===== config.mk =====
export PLATFORM = sky130hd
export DESIGN_NAME = ea_ext_decoder
export DESIGN_NICKNAME = d
export VERILOG_FILES = /design/src/ea_pkg.sv /design/src/ea_ext_decoder.sv /design/src/ext_word_stash.sv
export SDC_FILE = /design/constraint.sdc
export NUM_CORES = 1
export LEC_CHECK = 0
export ABC_CLOCK_PERIOD_IN_PS = 2400
export BUFFER_PORTS_ARGS = -buffer_cell sky130_fd_sc_hd__buf_2
export CAP_MARGIN = 20
export CORE_UTILIZATION = 53
export CTS_CLUSTER_DIAMETER = 40
export DETAILED_ROUTE_END_ITERATION = 16
export GPL_TIMING_DRIVEN = 0
export PLACE_DENSITY = 0.79
export SETUP_SLACK_MARGIN = 0.1
export SKIP_LAST_GASP = 1
export SYNTH_ARGS = -nofsm -noshare
export SYNTH_HDL_FRONTEND = slang
export SYNTH_SLANG_ARGS = --single-unit

===== constraint.sdc =====
create_clock -name clk -period 2.4 [get_ports clk]
set_input_delay 0.24 -clock clk [delete_from_list [all_inputs] [get_ports clk]]
set_output_delay 0.24 -clock clk [all_outputs]
set_load 0.02 [all_outputs]

===== src/ea_pkg.sv =====
package ea_pkg;

	// ==========================================
	// instruction word and extension word fields
	localparam logic [2:0] MODE_DISP   = 3'h5;
	localparam logic [2:0] MODE_IDX    = 3'h6;
	localparam logic [2:0] MODE_EXT    = 3'h7;
	localparam logic [2:0] REG_ABS_W   = 3'h0;
	localparam logic [2:0] REG_ABS_L   = 3'h1;
	localparam logic [2:0] REG_PC_DISP = 3'h2;
	localparam logic [2:0] REG_PC_IDX  = 3'h3;
	localparam logic [2:0] REG_IMM     = 3'h4;
	localparam int         MODE_LO     = 3;
	localparam int         EAREG_LO    = 0;
	localparam int         DA_BIT      = 15;
	localparam int         IREG_LO     = 12;
	localparam int         WL_BIT      = 11;
	localparam int         SCALE_LO    = 9;
	localparam int         FMT_BIT     = 8;
	localparam int         BS_BIT      = 7;
	localparam int         IS_BIT      = 6;
	localparam int         BDS_LO      = 4;
	localparam int         IIS_LO      = 0;
	localparam logic [1:0] BDS_RSVD    = 2'h0;
	localparam logic [2:0] IIS_NONE    = 3'h0;
	localparam logic [2:0] IIS_RSVD    = 3'h4;

	// ==========================================
	// word stash and counters
	localparam int         STASH_AW    = 4;
	localparam int         STASH_DEPTH = 16;
	localparam logic [7:0] CNT_ONE     = 8'h01;
	localparam logic [7:0] IMM_SHORT_N = 8'h01;
	localparam logic [7:0] IMM_LONG_N  = 8'h02;
	localparam logic [7:0] ABS_LONG_N  = 8'h02;

	// ==========================================
	// types
	typedef enum logic [1:0] {SZ_BYTE = 2'h0, SZ_WORD = 2'h1, SZ_LONG = 2'h2} size_e;

	typedef enum logic [4:0] {
		ST_IDLE = 5'h01,
		ST_FMT  = 5'h02,
		ST_BD   = 5'h04,
		ST_OD   = 5'h08,
		ST_OPND = 5'h10
	} state_e;

	typedef struct packed {
		logic [2:0]  mode;
		logic [2:0]  ea_reg;
		logic        full_fmt;
		logic        idx_addr;
		logic [2:0]  idx_reg;
		logic        idx_long;
		logic [1:0]  scale_shift;
		logic        base_add;
		logic        index_add;
		logic [1:0]  bd_words;
		logic [1:0]  od_words;
		logic        indirect;
		logic        postindexed;
		logic [31:0] bd;
		logic [31:0] od;
		logic [31:0] operand;
	} ea_ctl_s;

	typedef struct packed {
		state_e      st;
		ea_ctl_s     ctl;
		size_e       sz;
		logic        imm;
		logic [7:0]  left;
		logic [7:0]  ext_count;
		logic        word_ready;
		logic        done;
		logic        illegal;
	} dec_state_s;

	// ==========================================
	// helpers
	// size code 01/10/11 -> 0/1/2 words; 00 gives 0, and a base size of 00 is caught as reserved elsewhere
	function automatic logic [1:0] words_of(input logic [1:0] code);
		words_of = (code == 2'h0) ? 2'h0 : code - 2'h1;
	endfunction

	function automatic logic [31:0] sext16(input logic [15:0] w);
		sext16 = {{16{w[15]}}, w};
	endfunction

	function automatic logic [31:0] sext8(input logic [7:0] b);
		sext8 = {{24{b[7]}}, b};
	endfunction

endpackage


===== src/ea_ext_decoder.sv =====
`timescale 1ns/1ps
module ea_ext_decoder (
	// clock and reset
	input  wire logic                        clk,
	input  wire logic                        nrst,
	// instruction word from fetch
	input  wire logic                        start,
	input  wire logic                        clear_count,
	input  wire logic [15:0]                 instr_word,
	input  wire ea_pkg::size_e               op_size,
	input  wire logic                        coproc,
	input  wire logic [7:0]                  coproc_words,
	// extension word stream
	input  wire logic                        word_valid,
	input  wire logic [15:0]                 word,
	output logic                             word_ready,
	// decoded result to address datapath
	output logic                             done,
	output logic                             illegal,
	output ea_pkg::ea_ctl_s                  ctl,
	output logic [7:0]                       ext_count,
	// stash read back
	input  wire logic [ea_pkg::STASH_AW-1:0] rd_idx,
	output logic [15:0]                      rd_data
);
	import ea_pkg::*;

	dec_state_s r;
	dec_state_s n;
	logic       take;
	logic       ext7;
	logic       bad;
	logic [2:0] iis;
	logic [2:0] md;
	logic [2:0] rg;

	assign take = word_valid && r.word_ready;
	assign md   = instr_word[MODE_LO+:3];
	assign rg   = instr_word[EAREG_LO+:3];
	assign ext7 = (md == MODE_EXT);
	assign iis  = word[IIS_LO+:3];

	// ==========================================
	// next state
	always_comb begin
		n         = r;
		n.done    = 1'b0;
		n.illegal = 1'b0;
		bad       = 1'b0;
		case (r.st)
			ST_IDLE: begin
				if (start) begin
					n.ctl        = '0;
					n.ctl.mode   = md;
					n.ctl.ea_reg = rg;
					n.sz         = op_size;
					n.imm        = 1'b0;
					n.left       = 8'h0;
					if (clear_count) begin
						n.ext_count = 8'h0;
					end
					if (md == MODE_IDX || (ext7 && rg == REG_PC_IDX)) begin
						n.st = ST_FMT;
					end else if (md == MODE_DISP || (ext7 && (rg == REG_PC_DISP || rg == REG_ABS_W))) begin
						n.left = IMM_SHORT_N;
						n.st   = ST_OPND;
					end else if (ext7 && rg == REG_ABS_L) begin
						n.left = ABS_LONG_N;
						n.st   = ST_OPND;
					end else if (ext7 && rg == REG_IMM) begin
						n.imm = 1'b1;
						if (coproc) begin
							n.left = coproc_words; // any size for coprocessor
						end else begin
							n.left = (op_size == SZ_LONG) ? IMM_LONG_N : IMM_SHORT_N;
						end
						n.st   = (n.left == 8'h0) ? ST_IDLE : ST_OPND;
						n.done = (n.left == 8'h0);
					end else if (ext7) begin
						n.illegal = 1'b1; // unused register codes under 111
					end else begin
						n.done = 1'b1; // register modes need no words
					end
				end
			end
			ST_OPND: begin
				if (take) begin
					n.ctl.operand = {r.ctl.operand[15:0], word}; // earlier word moves up
					n.ext_count   = r.ext_count + CNT_ONE;
					n.left        = r.left - CNT_ONE;
					if (r.left == CNT_ONE) begin
						n.st   = ST_IDLE;
						n.done = 1'b1;
						if (r.imm && !coproc && r.sz == SZ_BYTE) begin
							n.ctl.operand = {24'h0, word[7:0]};
						end else if (r.imm && !coproc && r.sz == SZ_WORD) begin
							n.ctl.operand = {16'h0, word};
						end else if (!r.imm && r.ctl.ea_reg != REG_ABS_L) begin
							n.ctl.operand = sext16(word); // short address or 16-bit displacement, except d16 off register 1, which stays zero-extended
						end
					end
				end
			end
			ST_FMT: begin
				if (take) begin
					n.ext_count       = r.ext_count + CNT_ONE;
					n.ctl.idx_addr    = word[DA_BIT];
					n.ctl.idx_reg     = word[IREG_LO+:3];
					n.ctl.idx_long    = word[WL_BIT];
					n.ctl.scale_shift = word[SCALE_LO+:2]; // shift 0..3 = times 1/2/4/8
					if (!word[FMT_BIT]) begin
						n.ctl.full_fmt  = 1'b0;
						n.ctl.base_add  = 1'b1;
						n.ctl.index_add = 1'b1;
						n.ctl.bd        = sext8(word[7:0]);
						n.st            = ST_IDLE;
						n.done          = 1'b1;
					end else begin
						n.ctl.full_fmt  = 1'b1;
						n.ctl.base_add  = !word[BS_BIT];
						n.ctl.index_add = !word[IS_BIT];
						n.ctl.bd_words  = words_of(word[BDS_LO+:2]);
						n.ctl.od_words  = words_of(iis[1:0]);
						n.ctl.indirect  = (iis != IIS_NONE);
						if (word[IS_BIT]) begin
							n.ctl.postindexed = 1'b0;
							bad               = iis[2];
						end else begin
							n.ctl.postindexed = iis[2];
							bad               = (iis == IIS_RSVD);
						end
						bad = bad || (word[BDS_LO+:2] == BDS_RSVD);
						if (bad) begin
							n.illegal = 1'b1; // no done, so no address goes out
							n.st      = ST_IDLE;
						end else if (n.ctl.bd_words != 2'h0) begin
							n.left = {6'h0, n.ctl.bd_words}; // base group first
							n.st   = ST_BD;
						end else if (n.ctl.od_words != 2'h0) begin
							n.left = {6'h0, n.ctl.od_words};
							n.st   = ST_OD;
						end else begin
							n.st   = ST_IDLE;
							n.done = 1'b1;
						end
					end
				end
			end
			ST_BD, ST_OD: begin
				if (take) begin
					n.ext_count = r.ext_count + CNT_ONE;
					n.left      = r.left - CNT_ONE;
					if (r.st == ST_BD) begin
						n.ctl.bd = (r.ctl.bd_words == 2'h1) ? sext16(word) : {r.ctl.bd[15:0], word};
					end else begin
						n.ctl.od = (r.ctl.od_words == 2'h1) ? sext16(word) : {r.ctl.od[15:0], word};
					end
					if (r.left == CNT_ONE) begin
						if (r.st == ST_BD && r.ctl.od_words != 2'h0) begin
							n.left = {6'h0, r.ctl.od_words}; // outer group second
							n.st   = ST_OD;
						end else begin
							n.st   = ST_IDLE;
							n.done = 1'b1;
						end
					end
				end
			end
			default: n.st = ST_IDLE;
		endcase
		// ready from a flop: true whenever the next state collects words
		n.word_ready = (n.st != ST_IDLE);
	end

	// ==========================================
	// state register
	always_ff @(posedge clk or negedge nrst) begin
		if (!nrst) begin
			r    <= '0;
			r.st <= ST_IDLE;
			r.sz <= SZ_WORD;
		end else begin
			r <= n;
		end
	end

	assign word_ready = r.word_ready;
	assign done       = r.done;
	assign illegal    = r.illegal;
	assign ctl        = r.ctl;
	assign ext_count  = r.ext_count;

	// ==========================================
	// every taken word is kept for the datapath and for debug
	ext_word_stash u_stash (
		.clk   (clk),
		.nrst  (nrst),
		.we    (take),
		.waddr (r.ext_count[STASH_AW-1:0]),
		.wdata (word),
		.raddr (rd_idx),
		.rdata (rd_data)
	);

	// ==========================================
	// checks
	logic [15:0] hw1;
	logic [15:0] hw2;

	// last two taken words, only for the checks below
	always_ff @(posedge clk or negedge nrst) begin
		if (!nrst) begin
			hw1 <= 16'h0;
			hw2 <= 16'h0;
		end else if (take) begin
			hw1 <= word;
			hw2 <= hw1;
		end
	end
endmodule


===== src/ext_word_stash.sv =====
`timescale 1ns/1ps
module ext_word_stash (
	// clock and reset
	input  wire logic                          clk,
	input  wire logic                          nrst,
	// write side
	input  wire logic                          we,
	input  wire logic [ea_pkg::STASH_AW-1:0]   waddr,
	input  wire logic [15:0]                   wdata,
	// read side
	input  wire logic [ea_pkg::STASH_AW-1:0]   raddr,
	output logic      [15:0]                   rdata
);
	import ea_pkg::*;

	logic [15:0] mem [STASH_DEPTH];

	// ==========================================
	// storage, no reset on the array to keep it a plain RAM
	always_ff @(posedge clk) begin
		if (we) begin
			mem[waddr] <= wdata; // room for sixteen extension words of one instruction
		end
	end

	// ==========================================
	// registered read port
	always_ff @(posedge clk or negedge nrst) begin
		if (!nrst) begin
			rdata <= 16'h0;
		end else begin
			rdata <= mem[raddr];
		end
	end

endmodule


**Yosys cells after proc, flatten, opt, wreduce, memory -nomap -nowiden**

Memories as Yosys holds them, arrays and structs flattened. A register that Yosys moved wholly into a read port is not among the register bits.
Index checks and enable logic that the tools add are counted.

- Bits in registers: 145
- Output and inout bits: 145
- RAM bits: 256
- Memories: 1

Memories:

| memory | words | width | read ports | clocked after memory_dff | wr ports | line | source |
|---|---|---|---|---|---|---|---|
| u_stash.mem | 16 | 16 | 1 | 1 | 1 | ext_word_stash.sv:16 | `logic [15:0] mem [STASH_DEPTH];` |

- Eq/ne operators: 31
- Add/subtract/negate cells: 4
- Reductions and logical operators: 42
- Mux-type cells: 92

Operators with widths:

| kind | number |
|---|---|
| two-way mux 32 bit | 10 |
| two-way mux 142 bit | 1 |
| two-way mux 8 bit | 16 |
| case mux 32 bit (2 select lines) | 2 |
| case mux 32 bit (3 select lines) | 1 |
| two-way mux 5 bit | 13 |
| two-way mux 64 bit | 1 |
| case mux 16 bit (4 select lines) | 1 |
| two-way mux 16 bit | 3 |
| two-way mux 48 bit | 1 |
| case mux 16 bit (2 select lines) | 1 |
| two-way mux 1 bit | 25 |
| != test 2 bit, second input constant | 10 |
| case mux 5 bit (4 select lines) | 1 |
| two-way mux 2 bit | 9 |
| two-way mux 9 bit | 2 |
| equality test 3 bit, second input constant | 5 |
| AND reduction 6 bit | 2 |
| nonzero test 2 bit | 6 |
| logical AND 1 bit | 10 |
| adder 8 x 1 -> 8 bit, second input constant | 1 |
| equality test 8 x 1 -> 1 bit, second input constant | 1 |
| logical NOT 8 bit | 1 |
| two-way mux 4 bit | 2 |
| 28 further kinds | 44 |

**Depth between registers and ports, before layout**

- Depth in word-level cells: 18
- Mapped depth: 8
- Gate-level depth less buffers: 7

**Modules after synthesis**

From an unflattened synthesis, not the netlist that was laid out.

- Cell total of the unflattened synthesis: 1265
- Area, all modules: 17953.5 µm²

By module, submodules not included:

| module | area each (µm²) | sequential area each (µm²) | times used | cells an instance |
|---|---|---|---|---|
| ext_word_stash | 10122.2 | 8087.8 | 1 | 432 |
| ea_ext_decoder | 7831.3 | 3631.0 | 1 | 833 |

**Least setup slack after synthesis**

OpenSTA, ideal clock, no wires.

- Kind: flip-flop to flip-flop
- Start: reg r, in the netlist word_ready
- End: mem u_stash.mem[0][0] (enable)
- Period minus slack after synthesis: 2.674 ns
- Library setup time: 0.409 ns
- Arrival time: 2.265 ns
- Cell stages (with the launch flop): 6
- Buffers on the path: 2
- Path slack: -0.274 ns
- Path through: dfrtp_1 -> and2_1 -> clkbuf_1 -> buf_2 -> nand2_1 -> nor3_1

- Word-level cells in the longest chain between the ends: 3

RTL lines:

| element | line | source |
|---|---|---|
| start: declaration | ea_ext_decoder.sv:28 | `dec_state_s r;` |
| start signal: assignment | ea_ext_decoder.sv:183 | `r <= n;` |
| logical AND 1 bit | ea_ext_decoder.sv:37 | `assign take = word_valid && r.word_ready;` |
| two-way mux 1 bit | ext_word_stash.sv:21 | `if (we) begin` |
| two-way mux 1 bit (not written as such) | ext_word_stash.sv:22 | `mem[waddr] <= wdata;` |
| end: declaration | ext_word_stash.sv:16 |  |

Every way passes these cells.

**Worst setup path after layout**

- Start: reg r, in the netlist word_ready
- End: mem u_stash.mem[14][7] (enable)

The elaborated chain is that of the path after synthesis.

==> results.txt <==
The H-tree generated during clock tree synthesis spans 2 levels. Setup repair after global routing could not meet its margin everywhere. Derived from the worst setup path, the maximum achievable clock frequency is 426 MHz. CTS saw 417 sinks. The total congestion overflow is 0, and the highest net fanout along the worst path is 14. The startpoint identified for the worst register-to-register timing path is word_ready. The worst endpoint data arrival time is 2.59 ns, and the all-layer global routing usage is 26.8%.

The synthesized design contains 256 enable-type register cells. Pin placement for this block handled 197 I/O pins. The required time at the endpoint of the critical path came out at 2.64 ns. Endpoint kind of the worst setup timing path: a flip-flop.

For the reported max-cap violation count, the log shows 0. The number of nets handed over by synthesis was 1301. The stage delay of the slowest cell on the critical path came out at 0.43 ns.

Hold is met by 0.0279 ns. The run gives 11785 as the via count of the first global-routing pass. Setup violations remaining at the end of the flow were counted as 0. The maximum vdd drop came out at 0.531 mV.

The core region is 33500 µm². STA classifies the critical path startpoint as a flip-flop. In this run the worst setup path terminates at u_stash.mem[14][7]. Slack of the worst reg-to-reg path: 0.05 ns. TritonCTS built the clock tree. Entering global routing, the biggest net connects 122 pins.

The count of endpoints failing hold in the final timing report is 0. The worst setup path is of the flip-flop to flip-flop kind. After detailed routing, the average wire length per cell comes to 23.4 µm.

In this run the tool buffered the top-level ports with 182 buffer cells. In the routed design, unresolved DRC markers number 0. After the last flow step, the layout net total stands at 1585.

The first global-routing pass estimated 70.8 mm of wire. The buffers plus inverters on the worst setup path was 3. The tools report the clock root buffer master as clkbuf_16. The clock passes through at most 3 buffers. The chip height came out at 187 µm.

In this run the biggest area consumer among cell types represents 42.6% of the synthesized area. In the layout the commonest cells are 256 x edfxtp_1, 207 x buf_2, 159 x dfrtp_1. Dividing total power by cell area gives a power density of 820 nW/µm². The wire-length estimate of the detail-placed layout is 30.3 mm.

The synthesized netlist occupies a cell area of 18100 µm². Counting buffers and inverters, the worst setup path is 6 cells deep. The slowest stage of the critical path is the dfrtp_1 cell. The cell type contributing the most total cell area after synthesis is edfxtp_1. Summing internal, switching and leakage power gives 18.1 mW. The run gives 11902 as the via total after detailed routing.

The start point of the critical path was word_ready. For this configuration, the core starts out at a cell density of 53.9%. Counting flops and latches in the post-synthesis netlist gives 417. The via density per instance came out at 5.90.

The run finished with clean final reports. Traced cell by cell, the critical path runs through and2_1, clkbuf_1, clkbuf_4, nand2_1, nor2_2, buf_8. The worst pin sits at a relative slew slack of 44.8%. Routability-driven placement finished with a final weighted congestion of 0.907. 0 antenna diodes ended up in the layout. The number of buffers added by the clock tree synthesis step was 50; the number of detailed-routing iterations run before antenna repair was 5. Among all flip-flop cells after synthesis, the most frequent one is edfxtp_1. For the pin with the worst max-slew slack, the measured transition is 0.828 ns. Cell class contributing the biggest share of worst-path delay: buffers and inverters.

By area the synthesized netlist is led by edfxtp_1 43%, dfrtp_1 22%, mux4_2 10%, buf_4 5.4%, nand2_1 2.8%. Period utilization: 97.7%. The ratio of cells with drive above 1 in the final layout is 38.0%, and the cell depth of the worst flop-to-flop path is 6.

In this run the horizontal extent of the chip is 187 µm. A synthesized cell averages 14.5 µm². The tools report the initial antenna violation count as 0.

The clock latency on the worst-skew pair was 0.56 ns; the post-route minimum period was 2.35 ns. The kind of path behind the tightest hold check is input port to flip-flop. For this design the static power due to leakage is 8.86 nW. The fraction of registers with async set or reset after synthesis works out to 38.6%.

The tools report the total length of routed wires as 47.1 mm. The run gives 1243 as the synthesized instance count. Clock-pin slew was measured on the worst setup and hold paths at 0.06 ns. In this run, distinct cell masters in the synthesized netlist total 78.

The area enclosed by the die boundary came out at 34800 µm². Post-synthesis sequential area ratio: 64.9%. The endpoint identified for the worst register-to-register timing path is u_stash.mem[14][7]. For this run, the number of Yosys warnings is 0. The number of max-slew violations in the final report is 0. The library cell used most frequently in the layout, excluding fill and tap cells, is edfxtp_1. In this run the core area contains 67 standard-cell rows. Once detail routing completed, the nets flagged for antenna violations numbered 0. Between clock sinks in the finished design, the worst skew comes to 0.0208 ns. After the first detailed-routing iteration, the DRC count stood at 1165.

Layout overhead on the synthesized area: 22.1%.
## Yosys cell counts, drive strengths merged, types with 3 or more instances
master	number
edfxtp	256
buf	164
dfrtp	159
nand2	138
mux4	80
o21ai	80
a21oi	49
nor2	39
clkbuf	32
o31ai	26
a22o	21
mux2i	17
inv	16
o22a	16
nand3	15
nand2b	12
nor3	12
and4	6
ha	6
nor2b	6
o22ai	6
a22oi	5
a31oi	5
and2	5
a32o	4
a32oi	4
and3	4
nand4	4
o211ai	4
a211oi	3
a21o	3
a221oi	3
nor3b	3
nor4	3
or3	3
## kinds of logic after synthesis
family / synth area share (%)
adders and majority gates: 0.416
muxes: 10.9
xor gates and xnor gates: 0.139
AOI/OAI and AO/OA: 9.64
DFF: 64.9
and+or+nand+nor: 6.66
buffers and inverters: 7.34
## flip-flops by register name, indices dropped and copies added, names as in the netlist
register / cells
ext_count: 8
u_stash.mem: 256
ctl: 118
u_stash.rdata: 16
illegal: 1
word_ready: 1
r: 16
done: 1
## how the worst min path moves through the flow
stage                               start                to  slack (ns)  cells after the start
after CTS                 coproc_words[2]             r[13]       0.005                      3
after detailed placement             nrst  u_stash.rdata[1]        0.16                      1
after floorplan                      nrst            ctl[0]       -0.06                      0
after global placement              r[20]             r[20]        0.45                      2
after global routing      coproc_words[2]             r[13]        0.05                      3
final                     coproc_words[2]             r[13]        0.03                      3
## repair_timing
item                                   CTS  global route
endpoints found under the hold margin   51             0
setup endpoints to repair              128           178
pin swaps                                1             7
resized for setup                        6            23
hold buffers                            12             0
setup buffers                            4            18
## metrics by stage
stage	std cells	util [%]	instance area [µm²]	setup slack, ns	TNS (ns)
after detailed placement	1888	59.2	19900	-0.269	-9.19
after floorplan	1243	-	18100	0.152	0
after CTS	1998	65.0	21800	-0.0804	-3.28
after global placement	1873	58.3	19600	-1.50	-362.50
after global routing	2017	65.8	22100	0.0393	0
final	2017	65.8	22100	0.0541	0
## metal layers
layer / GRT usage, % / wire length [µm]
met2: 46.9 / 24600
met5: 0 / 0
met1: 35.3 / 18200
met3: 3.29 / 3140
met4: 7.82 / 1210
## worst reg2reg max path, stage by stage, from the launching register on
cell      delay, ns
dfrtp_1        0.43
and2_1         0.16
clkbuf_1       0.28
clkbuf_4       0.34
nand2_1        0.29
nor2_2         0.30
buf_8          0.23
## where the power goes
part	switching, mW	internal (mW)
Clock	3.09	4.64
Sequential	0.216	7.92
Combinational	1.32	0.901
Total	4.62	13.5
## final cells by class
class                           count  area [µm²]
Timing Repair Buffer              232        1520
Multi-Input combinational cell    614        5200
Inverter                           16        60.1
Tap cell                          448         561
Sequential cell                   417       11700
Fill cell                        2352       11500
Buffer                            196        1270
Clock buffer                       57        1310
Clock inverter                     37         412
Note: power is estimated with default switching activity, not from simulation.
